[src/hw/power_clock_pkg.sv]
// Constants for the power and timing control register block.
// Assumes one system clock; all pins are synchronised inside the block.
package power_clock_pkg;

    // ========================================================
    // Register map
    localparam logic [6:0] REG_POWER_AND_TIMING_ADDR = 7'h15;
    localparam logic [7:0] REG_POWER_AND_TIMING_RST  = 8'h00;

    // ========================================================
    // Field positions
    localparam int CLOCK_SEL_HI  = 7;
    localparam int CLOCK_SEL_LO  = 6;
    localparam int CLK_DIV_HI    = 5;
    localparam int CLK_DIV_LO    = 4;
    localparam int POWER_DOWN_BIT = 3;
    localparam int RAW_MOD_BIT   = 2;
    localparam int POWER_LVL_HI  = 1;
    localparam int POWER_LVL_LO  = 0;

    // ========================================================
    // Encodings
    localparam logic [7:0] POWER_DOWN_CMD  = 8'h08;
    localparam logic [1:0] CLK_SRC_CMOS    = 2'h0;
    localparam logic [1:0] CLK_SRC_CRYSTAL = 2'h1;
    localparam logic [1:0] CLK_SRC_LVDS    = 2'h2;
    localparam logic [1:0] CLK_SRC_RC      = 2'h3;
    localparam logic [1:0] DIV_BY_16       = 2'h0;
    localparam logic [1:0] DIV_BY_8        = 2'h1;
    localparam logic [1:0] DIV_BY_4        = 2'h2;
    localparam logic [1:0] DIV_BY_2        = 2'h3;
    localparam logic [1:0] PWR_LOW         = 2'h0;
    localparam logic [1:0] PWR_UNDEFINED   = 2'h1;
    localparam logic [1:0] PWR_MEDIAN      = 2'h2;
    localparam logic [1:0] PWR_FAST        = 2'h3;

    // ========================================================
    // Serial frame layout and resume word
    localparam logic [4:0]  FRAME_BITS   = 5'h10;
    localparam logic [4:0]  HEADER_BITS  = 5'h08;
    localparam int          RW_BIT       = 15;
    localparam logic [15:0] RESUME_WORD  = 16'hFFFF;

    // ========================================================
    // Modulator clock half periods, minus one, in system clocks
    localparam logic [2:0] HALF_LAST_16 = 3'h7;
    localparam logic [2:0] HALF_LAST_8  = 3'h3;
    localparam logic [2:0] HALF_LAST_4  = 3'h1;
    localparam logic [2:0] HALF_LAST_2  = 3'h0;

endpackage

[src/hw/mod_clock_divider.sv]
// Modulator clock divider: master clock divided by 16, 8, 4 or 2.
// Assumes the ratio select comes from logic on the same clock.
`timescale 1ns/100ps
`default_nettype none

module mod_clock_divider
(
    input  wire logic       clk_sys,   // Master clock
    input  wire logic       nrst,      // Sync reset, low active
    input  wire logic       enable,    // Low while powered down
    input  wire logic [1:0] ratioSel,  // Divide ratio code
    output logic            modClk     // Divided clock, from flop
);

    typedef struct packed
    {
        logic [2:0] cnt;
        logic       modClk;
    } div_state_t;

    div_state_t q;
    div_state_t next_q;
    logic [2:0] halfLast;

    // ========================================================
    // Half period lookup
    always_comb
    begin
        unique case (ratioSel)
            power_clock_pkg::DIV_BY_16: halfLast = power_clock_pkg::HALF_LAST_16;
            power_clock_pkg::DIV_BY_8:  halfLast = power_clock_pkg::HALF_LAST_8;
            power_clock_pkg::DIV_BY_4:  halfLast = power_clock_pkg::HALF_LAST_4;
            power_clock_pkg::DIV_BY_2:  halfLast = power_clock_pkg::HALF_LAST_2;
        endcase
    end

    // Toggle every half period, stopped when disabled
    always_comb
    begin
        next_q = q;
        if (!enable)
        begin
            next_q.cnt    = 3'h0;
            next_q.modClk = 1'b0;
        end
        else if (q.cnt >= halfLast)
        begin
            next_q.cnt    = 3'h0;
            next_q.modClk = ~q.modClk;
        end
        else
        begin
            next_q.cnt = q.cnt + 3'h1;
        end
    end

    // State register
    always_ff @(posedge clk_sys)
    begin
        if (!nrst)
        begin
            q <= '0;
        end
        else
        begin
            q <= next_q;
        end
    end

    assign modClk = q.modClk;

endmodule

`default_nettype wire

[src/hw/power_clock_mode_control.sv]
// Power and timing control register with its serial slave port.
// Assumes serial pins are asynchronous and much slower than clk_sys.
`timescale 1ns/100ps
`default_nettype none

// Contract
// - The register sits at address 0x15, resets to 0x00, and its fields read back.
// - Bits 7:6 choose CMOS, crystal, LVDS or internal RC as the clock source.
// - Bits 5:4 divide the master clock by 16, 8, 4 or 2 for the modulator clock.
// - A write that sets bit 3 with any other bit is dropped entirely.
// - In power-down all blocks stop and normal serial frames are not serviced; here only the modulator clock stops, the serial receiver keeps running.
// - Power-down ends only by reset pin, serial resume word or power cycle.
// - Bit 2 enables raw modulator output, forces low power, and freezes the level field.
// - Bits 1:0 choose low, median or fast core power.
module power_clock_mode_control
(
    input  wire logic       clk_sys,               // Master clock, 25 MHz
    input  wire logic       nrst,                  // Sync reset, power cycle
    input  wire logic       resetPinN,             // Hardware reset pin
    input  wire logic       spiSclk,               // Serial clock pin
    input  wire logic       spiCsN,                // Chip select pin
    input  wire logic       spiSdi,                // Serial data in pin
    output logic            spiSdo,                // Serial data out
    output logic            spiSdoEn,              // Data out drive enable
    output logic [1:0]      clockSource,           // Selected clock source
    output logic [1:0]      clockDivSel,           // Modulator divide code
    output logic            modulatorFrequencyClk, // Divided modulator clock
    output logic            rawModulatorOutEnable, // Raw modulator output on
    output logic [1:0]      corePowerLevel,        // Effective core power
    output logic            poweredDown            // Device in power-down
);

    typedef struct packed
    {
        logic [1:0]  sclkSync;
        logic [1:0]  csSync;
        logic [1:0]  sdiSync;
        logic [1:0]  rstPinSync;
        logic        sclkPrev;
        logic        csPrev;
        logic [4:0]  bitCnt;
        logic [15:0] rxShift;
        logic [7:0]  txShift;
        logic        sdo;
        logic        sdoEn;
        logic [1:0]  clockSel;
        logic [1:0]  clkDiv;
        logic        rawMod;
        logic [1:0]  powerLevel;
        logic        powerDown;
        logic [1:0]  effPower;
    } ctrl_state_t;

    ctrl_state_t q;
    ctrl_state_t next_q;

    logic        sclkRise;
    logic        sclkFall;
    logic        csActive;
    logic        frameEnd;
    logic [7:0]  readValue;
    logic [7:0]  wrData;
    logic [6:0]  hdrAddr;
    logic        hdrRead;
    logic        writeHit;
    logic        pdMixed;

    // ========================================================
    // Edge and frame detection on synchronised pins
    assign sclkRise = q.sclkSync[1] & ~q.sclkPrev;
    assign sclkFall = ~q.sclkSync[1] & q.sclkPrev;
    assign csActive = ~q.csSync[1];
    assign frameEnd = q.csSync[1] & ~q.csPrev;

    // Header fields as the eighth bit arrives
    assign hdrRead = q.rxShift[6];
    assign hdrAddr = {q.rxShift[5:0], q.sdiSync[1]};

    // Write frame decode
    assign wrData   = q.rxShift[7:0];
    assign writeHit = (q.bitCnt == power_clock_pkg::FRAME_BITS)
                      && !q.rxShift[power_clock_pkg::RW_BIT]
                      && (q.rxShift[14:8] == power_clock_pkg::REG_POWER_AND_TIMING_ADDR);
    assign pdMixed  = wrData[power_clock_pkg::POWER_DOWN_BIT]
                      && (wrData != power_clock_pkg::POWER_DOWN_CMD);

    // Read-back image of the register
    assign readValue = {q.clockSel, q.clkDiv, q.powerDown,
                        q.rawMod, q.powerLevel};

    // ========================================================
    // Next state
    always_comb
    begin
        next_q = q;

        // Two-stage synchronisers
        next_q.sclkSync   = {q.sclkSync[0], spiSclk};
        next_q.csSync     = {q.csSync[0], spiCsN};
        next_q.sdiSync    = {q.sdiSync[0], spiSdi};
        next_q.rstPinSync = {q.rstPinSync[0], resetPinN};
        next_q.sclkPrev   = q.sclkSync[1];
        next_q.csPrev     = q.csSync[1];

        // Serial shift in, mode 0, sampled on rising clock
        if (!csActive)
        begin
            next_q.bitCnt = 5'h00;
        end
        else if (sclkRise && (q.bitCnt < power_clock_pkg::FRAME_BITS))
        begin
            next_q.rxShift = {q.rxShift[14:0], q.sdiSync[1]};
            next_q.bitCnt  = q.bitCnt + 5'h01;
            if (q.bitCnt == (power_clock_pkg::HEADER_BITS - 5'h01))
            begin
                if (hdrRead && (hdrAddr == power_clock_pkg::REG_POWER_AND_TIMING_ADDR))
                begin
                    next_q.txShift = readValue;
                end
                else
                begin
                    next_q.txShift = 8'h00;
                end
            end
        end

        // Shift out on falling clock during the data byte
        if (csActive && sclkFall && !q.powerDown
            && (q.bitCnt >= power_clock_pkg::HEADER_BITS))
        begin
            next_q.sdo     = q.txShift[7];
            next_q.txShift = {q.txShift[6:0], 1'b0};
        end

        // Frame completion
        if (frameEnd)
        begin
            if (q.powerDown)
            begin
                // Only the resume word is recognised here
                if ((q.bitCnt == power_clock_pkg::FRAME_BITS)
                    && (q.rxShift == power_clock_pkg::RESUME_WORD))
                begin
                    next_q.powerDown = 1'b0;
                end
            end
            else if (writeHit && !pdMixed)
            begin
                // Accepted write stores all fields, the level only when bit 2 is clear; exactly 0x08 also powers down
                next_q.powerDown = wrData[power_clock_pkg::POWER_DOWN_BIT];
                next_q.clockSel  = wrData[power_clock_pkg::CLOCK_SEL_HI:
                                          power_clock_pkg::CLOCK_SEL_LO];
                next_q.clkDiv    = wrData[power_clock_pkg::CLK_DIV_HI:
                                          power_clock_pkg::CLK_DIV_LO];
                next_q.rawMod    = wrData[power_clock_pkg::RAW_MOD_BIT];
                if (!wrData[power_clock_pkg::RAW_MOD_BIT])
                begin
                    next_q.powerLevel = wrData[power_clock_pkg::POWER_LVL_HI:
                                               power_clock_pkg::POWER_LVL_LO];
                end
            end
        end

        // Hardware reset pin clears the register and leaves power-down
        if (!q.rstPinSync[1])
        begin
            next_q.clockSel   = 2'h0;
            next_q.clkDiv     = 2'h0;
            next_q.rawMod     = 1'b0;
            next_q.powerLevel = 2'h0;
            next_q.powerDown  = 1'b0;
        end

        // Serial output only serviced while powered
        next_q.sdoEn = csActive && !q.powerDown;
        if (!next_q.sdoEn)
        begin
            next_q.sdo = 1'b0;
        end

        // Effective core power level
        if (next_q.rawMod || (next_q.powerLevel == power_clock_pkg::PWR_UNDEFINED))
        begin
            next_q.effPower = power_clock_pkg::PWR_LOW;
        end
        else
        begin
            next_q.effPower = next_q.powerLevel;
        end
    end

    // State register, idle select and reset pin levels at reset
    always_ff @(posedge clk_sys)
    begin
        if (!nrst)
        begin
            q            <= '0;
            q.csSync     <= 2'h3;
            q.csPrev     <= 1'b1;
            q.sclkSync   <= 2'h0;
            q.rstPinSync <= 2'h3;
        end
        else
        begin
            q <= next_q;
        end
    end

    // ========================================================
    // Modulator clock, stopped in power-down
    mod_clock_divider mod_clock_divider_inst
    (
        .clk_sys  (clk_sys),
        .nrst     (nrst),
        .enable   (!q.powerDown),
        .ratioSel (q.clkDiv),
        .modClk   (modulatorFrequencyClk)
    );

    // Outputs straight from state flops
    assign spiSdo                = q.sdo;
    assign spiSdoEn              = q.sdoEn;
    assign clockSource           = q.clockSel;
    assign clockDivSel           = q.clkDiv;
    assign rawModulatorOutEnable = q.rawMod;
    assign corePowerLevel        = q.effPower;
    assign poweredDown           = q.powerDown;

endmodule

`default_nettype wire

[config.mk]
export PLATFORM = sky130hd
export DESIGN_NAME = power_clock_mode_control
export DESIGN_NICKNAME = d
export VERILOG_FILES = /design/src/hw/power_clock_pkg.sv /design/src/hw/mod_clock_divider.sv /design/src/hw/power_clock_mode_control.sv
export SDC_FILE = /design/constraint.sdc
export NUM_CORES = 1
export LEC_CHECK = 0
export BUFFER_PORTS_ARGS = -buffer_cell sky130_fd_sc_hd__buf_2
export CAP_MARGIN = 20
export CORE_UTILIZATION = 57
export CTS_BUF_LIST = sky130_fd_sc_hd__clkbuf_8
export DETAILED_ROUTE_END_ITERATION = 12
export GPL_ROUTABILITY_DRIVEN = 0
export GPL_TIMING_DRIVEN = 0
export PLACE_DENSITY = 0.76
export SYNTH_ARGS = -nofsm -noshare
export SYNTH_HDL_FRONTEND = slang
export SYNTH_SLANG_ARGS = --single-unit
[constraint.sdc]
create_clock -name clk_sys -period 5.1 [get_ports clk_sys]
set_input_delay 0.51 -clock clk_sys [delete_from_list [all_inputs] [get_ports clk_sys]]
set_output_delay 0.51 -clock clk_sys [all_outputs]
set_load 0.05 [all_outputs]
Yosys cells after proc, flatten, opt, wreduce, memory -nomap -nowiden
Cells that the tools add are included.

word-level totals
  register bits = 55
  bits in latches = 0
  RAM bits = 0
  memory bits (read-only) = 0
  output and inout bits = 11
  memories = 0

cells by class
  add/sub/neg operators = 2
  multipliers = 0
  divide/modulo/power cells = 0
  $lt $le $gt $ge = 3
  equality and inequality tests = 11
  shift operators = 0
  muxes and demuxes = 13
  bitwise gates (word level) = 10
  reductions and logical operators = 29

operator list
  operator                                              number
  two-way mux 8 bit                                     4
  == test 16 bit (second input constant)                1
  == test 7 x 5 -> 1 bit (second input constant)        2
  two-way mux 4 bit                                     3
  one-hot mux 3 bit (4 select lines)                    1
  logical AND 1 bit                                     11
  two-way mux 9 bit                                     1
  AND reduction 3 bit                                   3
  != test 8 x 4 -> 1 bit (second input constant)        1
  OR reduction 2 bit                                    4
  NOT 1 bit                                             7
  AND reduction 2 bit                                   3
  adder 5 x 1 -> 5 bit (second input constant)          1
  == test 5 x 3 -> 1 bit (second input constant)        1
  == test 5 bit (second input constant)                 1
  >= comparator 5 x 4 -> 1 bit (second input constant)  1
  < comparator 5 bit (second input constant)            1
  == test 2 x 1 -> 1 bit (second input constant)        2
  == test 2 bit (second input constant)                 2
  nonzero test 2 bit                                    2
  adder 3 x 1 -> 3 bit (second input constant)          1
  AND 1 bit                                             3
  >= comparator 3 bit                                   1
  zero test 1 bit                                       3
  other kinds (7)                                       8

Longest topological paths before layout
Gate-level depths: netlist (run 1).

  depth in word-level cells = 11
  mapped depth = 7
  depth with buffers taken out = 7

Modules after synthesis
Synthesis (run 1) repeated with hierarchy kept, for this count alone.

second synthesis, totals
  cells, all modules = 259
  area total of the unflattened synthesis = 2419.8 um2

modules (own cells, without submodules)
  module                    instances  cells an instance  area each (um2)
  power_clock_mode_control  1          234                2169.6
  mod_clock_divider         1          25                 250.2

Worst setup path after synthesis (run 1)
Ideal clock, no wire load.

  kind = register to register
  from = register q, in the netlist hdrAddr[3]
  to = register q[3] in the netlist's numbering
  library setup time = 0.128 ns
  arrival time = 1.973 ns
  data required time = 4.972 ns
  slack = 2.999 ns
  stages on the path, launching flop included = 8
  path buffers = 2
  clock period less this slack = 2.101 ns
  cell sequence = dfxtp_1 -> buf_6 -> or4_1 -> o41a_1 -> or3_1 -> buf_6 -> o21ai_0 -> a21oi_1

between the ends
  word-level cells in the longest chain between the ends = 8

ends and longest elaborated chain
  what                      line                             text
  start: declaration        power_clock_mode_control.sv:54   ctrl_state_t q;
  start signal: assignment  power_clock_mode_control.sv:205  q <= next_q;
  != test 8 x 4 -> 1 bit    power_clock_mode_control.sv:85   && (wrData != power_clock_pkg::POWER_DOWN_CMD);
  logical AND 1 bit         power_clock_mode_control.sv:85
  zero test 1 bit           power_clock_mode_control.sv:147  else if (writeHit && !pdMixed)
  logical AND 1 bit         power_clock_mode_control.sv:147
  two-way mux 4 bit (*)     power_clock_mode_control.sv:147
  two-way mux 3 bit (*)     power_clock_mode_control.sv:138  if (q.powerDown)
  two-way mux 4 bit (*)     power_clock_mode_control.sv:136  if (frameEnd)
  two-way mux 4 bit (*)     power_clock_mode_control.sv:165  if (!q.rstPinSync[1])

Every way passes the cells marked *; elsewhere a longest branch is shown, timed or not.
A chain may end at the register's enable or synchronous reset.

Worst setup path after layout (run 1)
  from = register q[40] in the netlist's numbering
  to = register q[12] in the netlist's numbering

between the ends
  word-level cells in the longest chain between the ends = 3

ends and longest elaborated chain
  what                                                                        line
  < comparator 5 bit or >= comparator 5 x 4 -> 1 bit (tied branches)          power_clock_mode_control.sv:110, power_clock_mode_control.sv:129
  logical AND 1 bit (on tied branches)                                        power_clock_mode_control.sv:110, power_clock_mode_control.sv:129
  AND reduction 3 bit (no source line) or OR reduction 2 bit (tied branches)  --

Parallel ways exist; a longest one is shown, timed or not.

==> results of run 1 <==
-- cell families (layout without fill, tap and decap cells) --
family          Yosys count  after routing  share of synthesized area
compound gates           37             37                      0.125
xor+xnor                  5              5                     0.0196
fa+ha+maj                 6              6                     0.0336
buf+inv                  25             48                     0.0594
flops                    55             55                      0.493
mux                       7              7                     0.0314
simple gates            106            106                      0.238
-- area by class of cell --
type,count,area [um2]
fill,302,1210
sequential,55,1100
multi-input combinational,161,1000
buffer,20,114
timing repair buffer,15,75.1
clock buffer,5,68.8
clock inverter,3,67.6
tap,48,60.1
inverter,5,18.8
-- worst paths after layout --
check	from	end	slack, ps	cells past startpoint
worst min register to register	next_q[44]$_SDFF_PN1_	q[44]$_SDFF_PN1_	410	1
worst max-delay path	q[40]$_SDFFE_PP0P_	q[12]$_SDFFE_PP0P_	2870	7
worst max register to register	q[40]$_SDFFE_PP0P_	q[12]$_SDFFE_PP0P_	2870	7
worst min-delay path	resetPinN	next_q[44]$_SDFF_PN1_	370	2
-- registers in the layout, indices dropped and copies added (netlist names), 2 cells and up --
register,flops
clockDivSel,2
clockSource,2
corePowerLevel,2
hdrAddr,7
mod_clock_divider_inst.q,3
next_q,6
q,27
-- per-layer routing --
metal,GRT usage,vias up
li1,-,859
met1,0.289,757
met2,0.347,31
met3,0.0616,5
met4,0.100,0
met5,0,-
-- power groups by stage --
| stage | Clock, uW | Sequential [uW] | Combinational [uW] |
|---|---|---|---|
| floorplan | 0 | 448 | 16.7 |
| global placement | 0 | 448 | 23.6 |
| detailed placement | 0 | 448 | 23.9 |
| CTS | 343 | 438 | 23.9 |
| global route | 361 | 439 | 26.9 |
| finish | 339 | 438 | 23.4 |
-- critical path: cells and delay by family, from the launching register on --
family / cells / cell delay [ps]
simple gates: 4 / 1290
buf+inv: 2 / 410
flops: 1 / 370
compound gates: 1 / 80
-- per-stage QoR --
step	total power (uW)	util	cells	setup WS, ps
finish	801	0.674	312	2870
global route	826	0.674	312	2670
CTS	805	0.674	312	2900
detailed placement	472	0.637	304	2910
global placement	471	0.637	304	2950
floorplan	465	-	241	3000
-- placed cells by master, fill, tap and decap left out, types with 3 or more instances in the layout --
master	instances
sky130_fd_sc_hd__buf_2	16
sky130_fd_sc_hd__nand2_1	39
sky130_fd_sc_hd__ha_1	6
sky130_fd_sc_hd__mux2i_1	7
sky130_fd_sc_hd__nand3_1	3
sky130_fd_sc_hd__xor2_1	3
sky130_fd_sc_hd__nand2b_1	6
sky130_fd_sc_hd__a21boi_0	16
sky130_fd_sc_hd__clkbuf_8	5
sky130_fd_sc_hd__a222oi_1	7
sky130_fd_sc_hd__a21oi_1	6
sky130_fd_sc_hd__clkbuf_1	11
sky130_fd_sc_hd__dfxtp_1	55
sky130_fd_sc_hd__buf_4	6
sky130_fd_sc_hd__inv_1	5
sky130_fd_sc_hd__nor2b_1	12
sky130_fd_sc_hd__nand3b_1	3
sky130_fd_sc_hd__nor2_1	19
sky130_fd_sc_hd__and2_1	5
sky130_fd_sc_hd__nor3_1	3
sky130_fd_sc_hd__nand4_1	3
==> impl_metrics.csv, run 1 <==
group,metric,value,unit
outcome,status,"finished, final reports clean",
timing,fmax,0.448,GHz
cells_and_area,finalNetCount,275,
placement,numPortBuffers,15,
timing,timing_max_transition_violations_final,0,
floorplanning,core-area,3720,um2
pwr,clock_power_share,0.424,
timing,timing.final.crit_period,2230,ps
synthesis,synth_seq_cells,55,
pwr,p_seq_frac,0.547,
routing,avgViaCountPerCell,5.29,
setup_path,startpoint_type,"flop",
grt,grt_overflow_total,0,
synthesis,netlist_top_cells_area,"sky130_fd_sc_hd__dfxtp_1 (49%), sky130_fd_sc_hd__nand2_1 (6.6%), sky130_fd_sc_hd__a21boi_0 (5.4%)",
cells_and_area,diodes,0,
grt,groute.usage.overall,0.224,
cts,cts.sinks,55,
timing,relSlewSlack,0.691,
cells_and_area,finalInstanceArea,2500,um2
floorplanning,initial_core_util,0.601,
routing,firstDrtPassIters,4,
timing,grt_setup_unrepaired,"no",
pwr,power.leakage,0.000995,uW
setup_path,criticalPathCategory,"reg -> reg",
synthesis,number_of_enable_flip_flop_cells_after_synthesis,0,
timing,final_layout_setup_total_negative_slack,0,ps
floorplanning,placement_rows,22,
pwr,intPower,641,uW
hold_path,min_path_type,"in -> reg",
placement,dpl_cell_area,2370,um2
timing,hold_viol,0,
timing,worst_slew_pin_slew,460,ps
pwr,switching_power,159,uW
routing,detail_route.iter0.violations,157,
cells_and_area,areaGrowthSynthToFinish,12.2,%
setup_path,worstSetupEndpointType,"flop",
timing,timing.clock.skew,12.6,ps
synthesis,mean_syn_cell_area,9.27,um2
setup_path,critical_path.cell_chain,"or4b_1 > clkbuf_1 > nor3_1 > and3_1 > buf_2 > a2bb2oi_1 > nor3b_1",
pwr,fraction_of_power_spent_switching_nets,0.199,
floorplanning,boundaryPins,17,
synthesis,synth_top_cells_by_count,"sky130_fd_sc_hd__dfxtp_1 (55), sky130_fd_sc_hd__nand2_1 (39), sky130_fd_sc_hd__nor2_1 (19)",
grt,grt_pass1_vias,1579,
routing,route.detailed.drc,0,
grt,grt_pass1_wl,7130,um
routing,detailroute.via_count,1652,
cts,cts_tree,"yes",
timing,worst_hold_slack,372,ps
synthesis,async_reset_ff_frac,0,
cts,cts.reportedPaths.clkPinSlew,100,ps
cts,cts.htree.levels,2,
cts,tritoncts_buffers,5,
floorplanning,dieWidth,64.6,um
pwr,ir_drop,0.186,mV
synthesis,synth_top_area_frac,0.493,
synthesis,synthesis.area,2230,um2
timing,post-route-period-util,0.437,
cts,cts.repair.resized,0,
cts,cts_hold_buf,0,
setup_path,cp_slowest_stage_delay,540,ps
synthesis,post-synth-top-count-cell,"sky130_fd_sc_hd__dfxtp_1",
synthesis,ys_warn_count,0,
synthesis,yosysSeqAreaShare,0.493,
setup_path,worst-path-max-fanout,8,
pwr,share_comb_of_total_power,0.029,
synthesis,ys_types,39,
job,maxCapViolCount,0,
setup_path,critPathSlowestCell,"sky130_fd_sc_hd__or4b_1",
setup_path,worst-endpoint-required,5350,ps
timing,timing.final.setup_violations,0,
routing,detailroute.wirelength.met3,154,um
grt,initial_antenna_violation_count,0,
routing,route.met2.wl,1730,um
setup_path,timing.critical_path.arrival,2480,ps
pwr,power.density,320,nW/um2
routing,drtAntennaViolNets,0,
synthesis,synth.net_count,253,
routing,detail_route.wirelength,3960,um
floorplanning,dieHeight,64.6,um
synthesis,syn_inst,241,
placement,hpwl,2730,um
routing,routed_wire_length_per_instance,12.7,um
cells_and_area,final_layout_size_suffix_gt1_frac,0.125,
cts,cts_setup_buffers,0,
synthesis,synth_top_flop_cell,"sky130_fd_sc_hd__dfxtp_1",
grt,pin_count_of_the_biggest_net_entering_global_routing,18,
cts,clkLatencyLatePin,320,ps
routing,routed.top_layer,"met4",
synthesis,synth_top_area_cell,"sky130_fd_sc_hd__dfxtp_1",
floorplanning,die_footprint,4170,um2
cts,clock_tree.buffer_depth,2,
routing,route.layer.met1.wl,2020,um
cts,clockRootBuffer,"sky130_fd_sc_hd__clkbuf_8",
Note: power is estimated with default switching activity, not from simulation.
==> run 2: changes to the inputs <==
CORE_UTILIZATION = 55   (was 57)
PLACE_DENSITY = 0.77   (was 0.76)
clock period = 1.9 ns   (was 5.1 ns; I/O delays follow)
==> run 2 against run 1 <==
The run now ends with negative setup slack left; die area rose by 3.5%; critical endpoint is now rawModulatorOutEnable$_SDFF_PN0_; setup slack got worse by 3000 ps; worst hold slack got worse by 290 ps; critical path type unchanged; register-to-register slack got worse by 3000 ps; largest power group unchanged.
==> impl_metrics.csv, run 2 (synthesized netlist as in run 1, its figures left out) <==
group,metric,value,unit
routing,avgViaCountPerCell,5.38,
cts,cts.htree.levels,2,
grt,grt_overflow_total,0,
grt,initial_antenna_violation_count,0,
routing,detail_route.iter0.violations,156,
floorplanning,boundaryPins,17,
cts,clock_tree.buffer_depth,2,
timing,final_layout_setup_total_negative_slack,-1090,ps
floorplanning,core-area,3770,um2
grt,pin_count_of_the_biggest_net_entering_global_routing,16,
setup_path,worstSetupEndpointType,"flop",
placement,numPortBuffers,15,
pwr,power.density,711,nW/um2
cts,tritoncts_buffers,5,
cells_and_area,registers.top_by_ff_count,"q",
setup_path,criticalPathCategory,"reg -> reg",
outcome,failed_checks,"negative setup slack",
pwr,finalPower,1830,uW
cells_and_area,layout_commonest_cell,"sky130_fd_sc_hd__dfxtp_1",
cells_and_area,flip_flop_count_of_the_largest_register_after_layout,27,
cts,cts.sinks,55,
hold_path,min_path_type,"in -> reg",
outcome,status,"finished with violations",
timing,timing.final.setup_violations,9,
grt,grt_pass1_wl,7450,um
routing,route.detailed.drc,0,
setup_path,worst-endpoint-required,2090,ps
grt,grt_pass1_vias,1608,
floorplanning,die_footprint,4320,um2
floorplanning,initial_core_util,0.592,
pwr,power.leakage,0.00104,uW
grt,groute.usage.overall,0.228,
cts,cts_tree,"yes",
timing,fin_ws,-149,ps
cts,clkLatencyLatePin,300,ps
cells_and_area,finalNetCount,281,
timing,hold_viol,0,
floorplanning,placement_rows,22,
routing,firstDrtPassIters,5,
cells_and_area,final_layout_size_suffix_gt1_frac,0.211,
timing,worst_slew_pin_slew,464,ps
cells_and_area,diodes,0,
pwr,ir_drop,0.451,mV
routing,detail_route.wirelength,4270,um
timing,timing.final.crit_period,2050,ps
job,maxCapViolCount,0,
cts,clockRootBuffer,"sky130_fd_sc_hd__clkbuf_8",
floorplanning,dieHeight,65.7,um
setup_path,cp_slowest_stage_delay,530,ps
timing,timing.clock.skew,7.34,ps
setup_path,timing.critical_path.arrival,2230,ps
routing,drtAntennaViolNets,0,
cts,cts_hold_buf,0,
timing,relSlewSlack,0.690,
timing,post-route-period-util,1.08,
cells_and_area,areaGrowthSynthToFinish,15.5,%
timing,fmax,0.488,GHz
placement,hpwl,2860,um
cts,cts.reportedPaths.clkPinSlew,90,ps
routing,detailroute.via_count,1710,
setup_path,startpoint_type,"flop",
setup_path,critical_path.cell_chain,"or4_4 > o41a_1 > or3_4 > buf_6 > mux2i_1 > nor2_1",
timing,grt_setup_unrepaired,"yes",
floorplanning,dieWidth,65.7,um
setup_path,worst-path-max-fanout,5,
routing,routed_wire_length_per_instance,13.4,um
timing,timing_max_transition_violations_final,0,
cells_and_area,leading_cell_types_in_the_layout_fill_and_taps_excluded,"sky130_fd_sc_hd__dfxtp_1 (51), sky130_fd_sc_hd__nand2_1 (39), sky130_fd_sc_hd__nor2_1 (19)",
setup_path,critPathSlowestCell,"sky130_fd_sc_hd__or4_4",
[run 2: layout make-up]
| cell class | instances | area (um2) |
|---|---|---|
| timing repair buffer | 24 | 146 |
| inverter | 5 | 18.8 |
| fill | 301 | 1190 |
| tap | 48 | 60.1 |
| clock buffer | 5 | 68.8 |
| sequential | 55 | 1110 |
| multi-input combinational | 161 | 1060 |
| clock inverter | 3 | 12.5 |
| buffer | 17 | 97.6 |
[run 2: critical path, delay by kind of cell (launching register included)]
family	cells	cell delay [ps]
muxes	1	150
and+or+nand+nor	3	960
DFF	1	350
buffers and inverters	1	150
AOI/OAI and AO/OA	1	340
[run 2: worst paths after layout]
kind / start / end / slack [ps] / cells after the start
worst min-delay path: spiCsN / next_q[48]$_SDFF_PN1_ / 80 / 2
worst max register to register: hdrAddr[1]$_SDFFE_PN0P_ / rawModulatorOutEnable$_SDFF_PN0_ / -150 / 6
worst max-delay path: hdrAddr[1]$_SDFFE_PN0P_ / rawModulatorOutEnable$_SDFF_PN0_ / -150 / 6
worst min register to register: next_q[44]$_SDFF_PN1_ / q[44]$_SDFF_PN1_ / 410 / 1
[run 2: routing by layer]
layer | part of all wire | track usage | vias to the layer above
li1 | - | - | 873
met1 | 0.48 | 0.294 | 789
met2 | 0.47 | 0.380 | 42
met3 | 0.040 | 0.0503 | 6
met4 | 0.0080 | 0.0598 | 0
met5 | 0 | 0 | -
[run 2: through the flow]
step	instance area [um2]	hold slack (ps)	util	std cells	setup WS (ps)
floorplan	2240	291	-	241	-100
global placement	2370	371	0.629	304	-184
detailed placement	2370	383	0.629	304	-203
CTS	2500	66.8	0.664	313	-133
global route	2580	66.4	0.684	318	-196
finish	2580	77.0	0.684	318	-149
[run 2: what timing repair did]
action,CTS,global route
pin swaps,3,10
resized for setup,12,12
buffers inserted,3,6
hold endpoints to repair,0,0
gates cloned,1,0
endpoints found under the setup margin,28,28
[run 2: power by group]
part           leakage [uW]  internal [uW]  switching [uW]
Combinational      0.000537           30.1            36.1
Sequential         0.000448           1160            7.58
Clock             0.0000505            249             346
Total               0.00104           1440             390
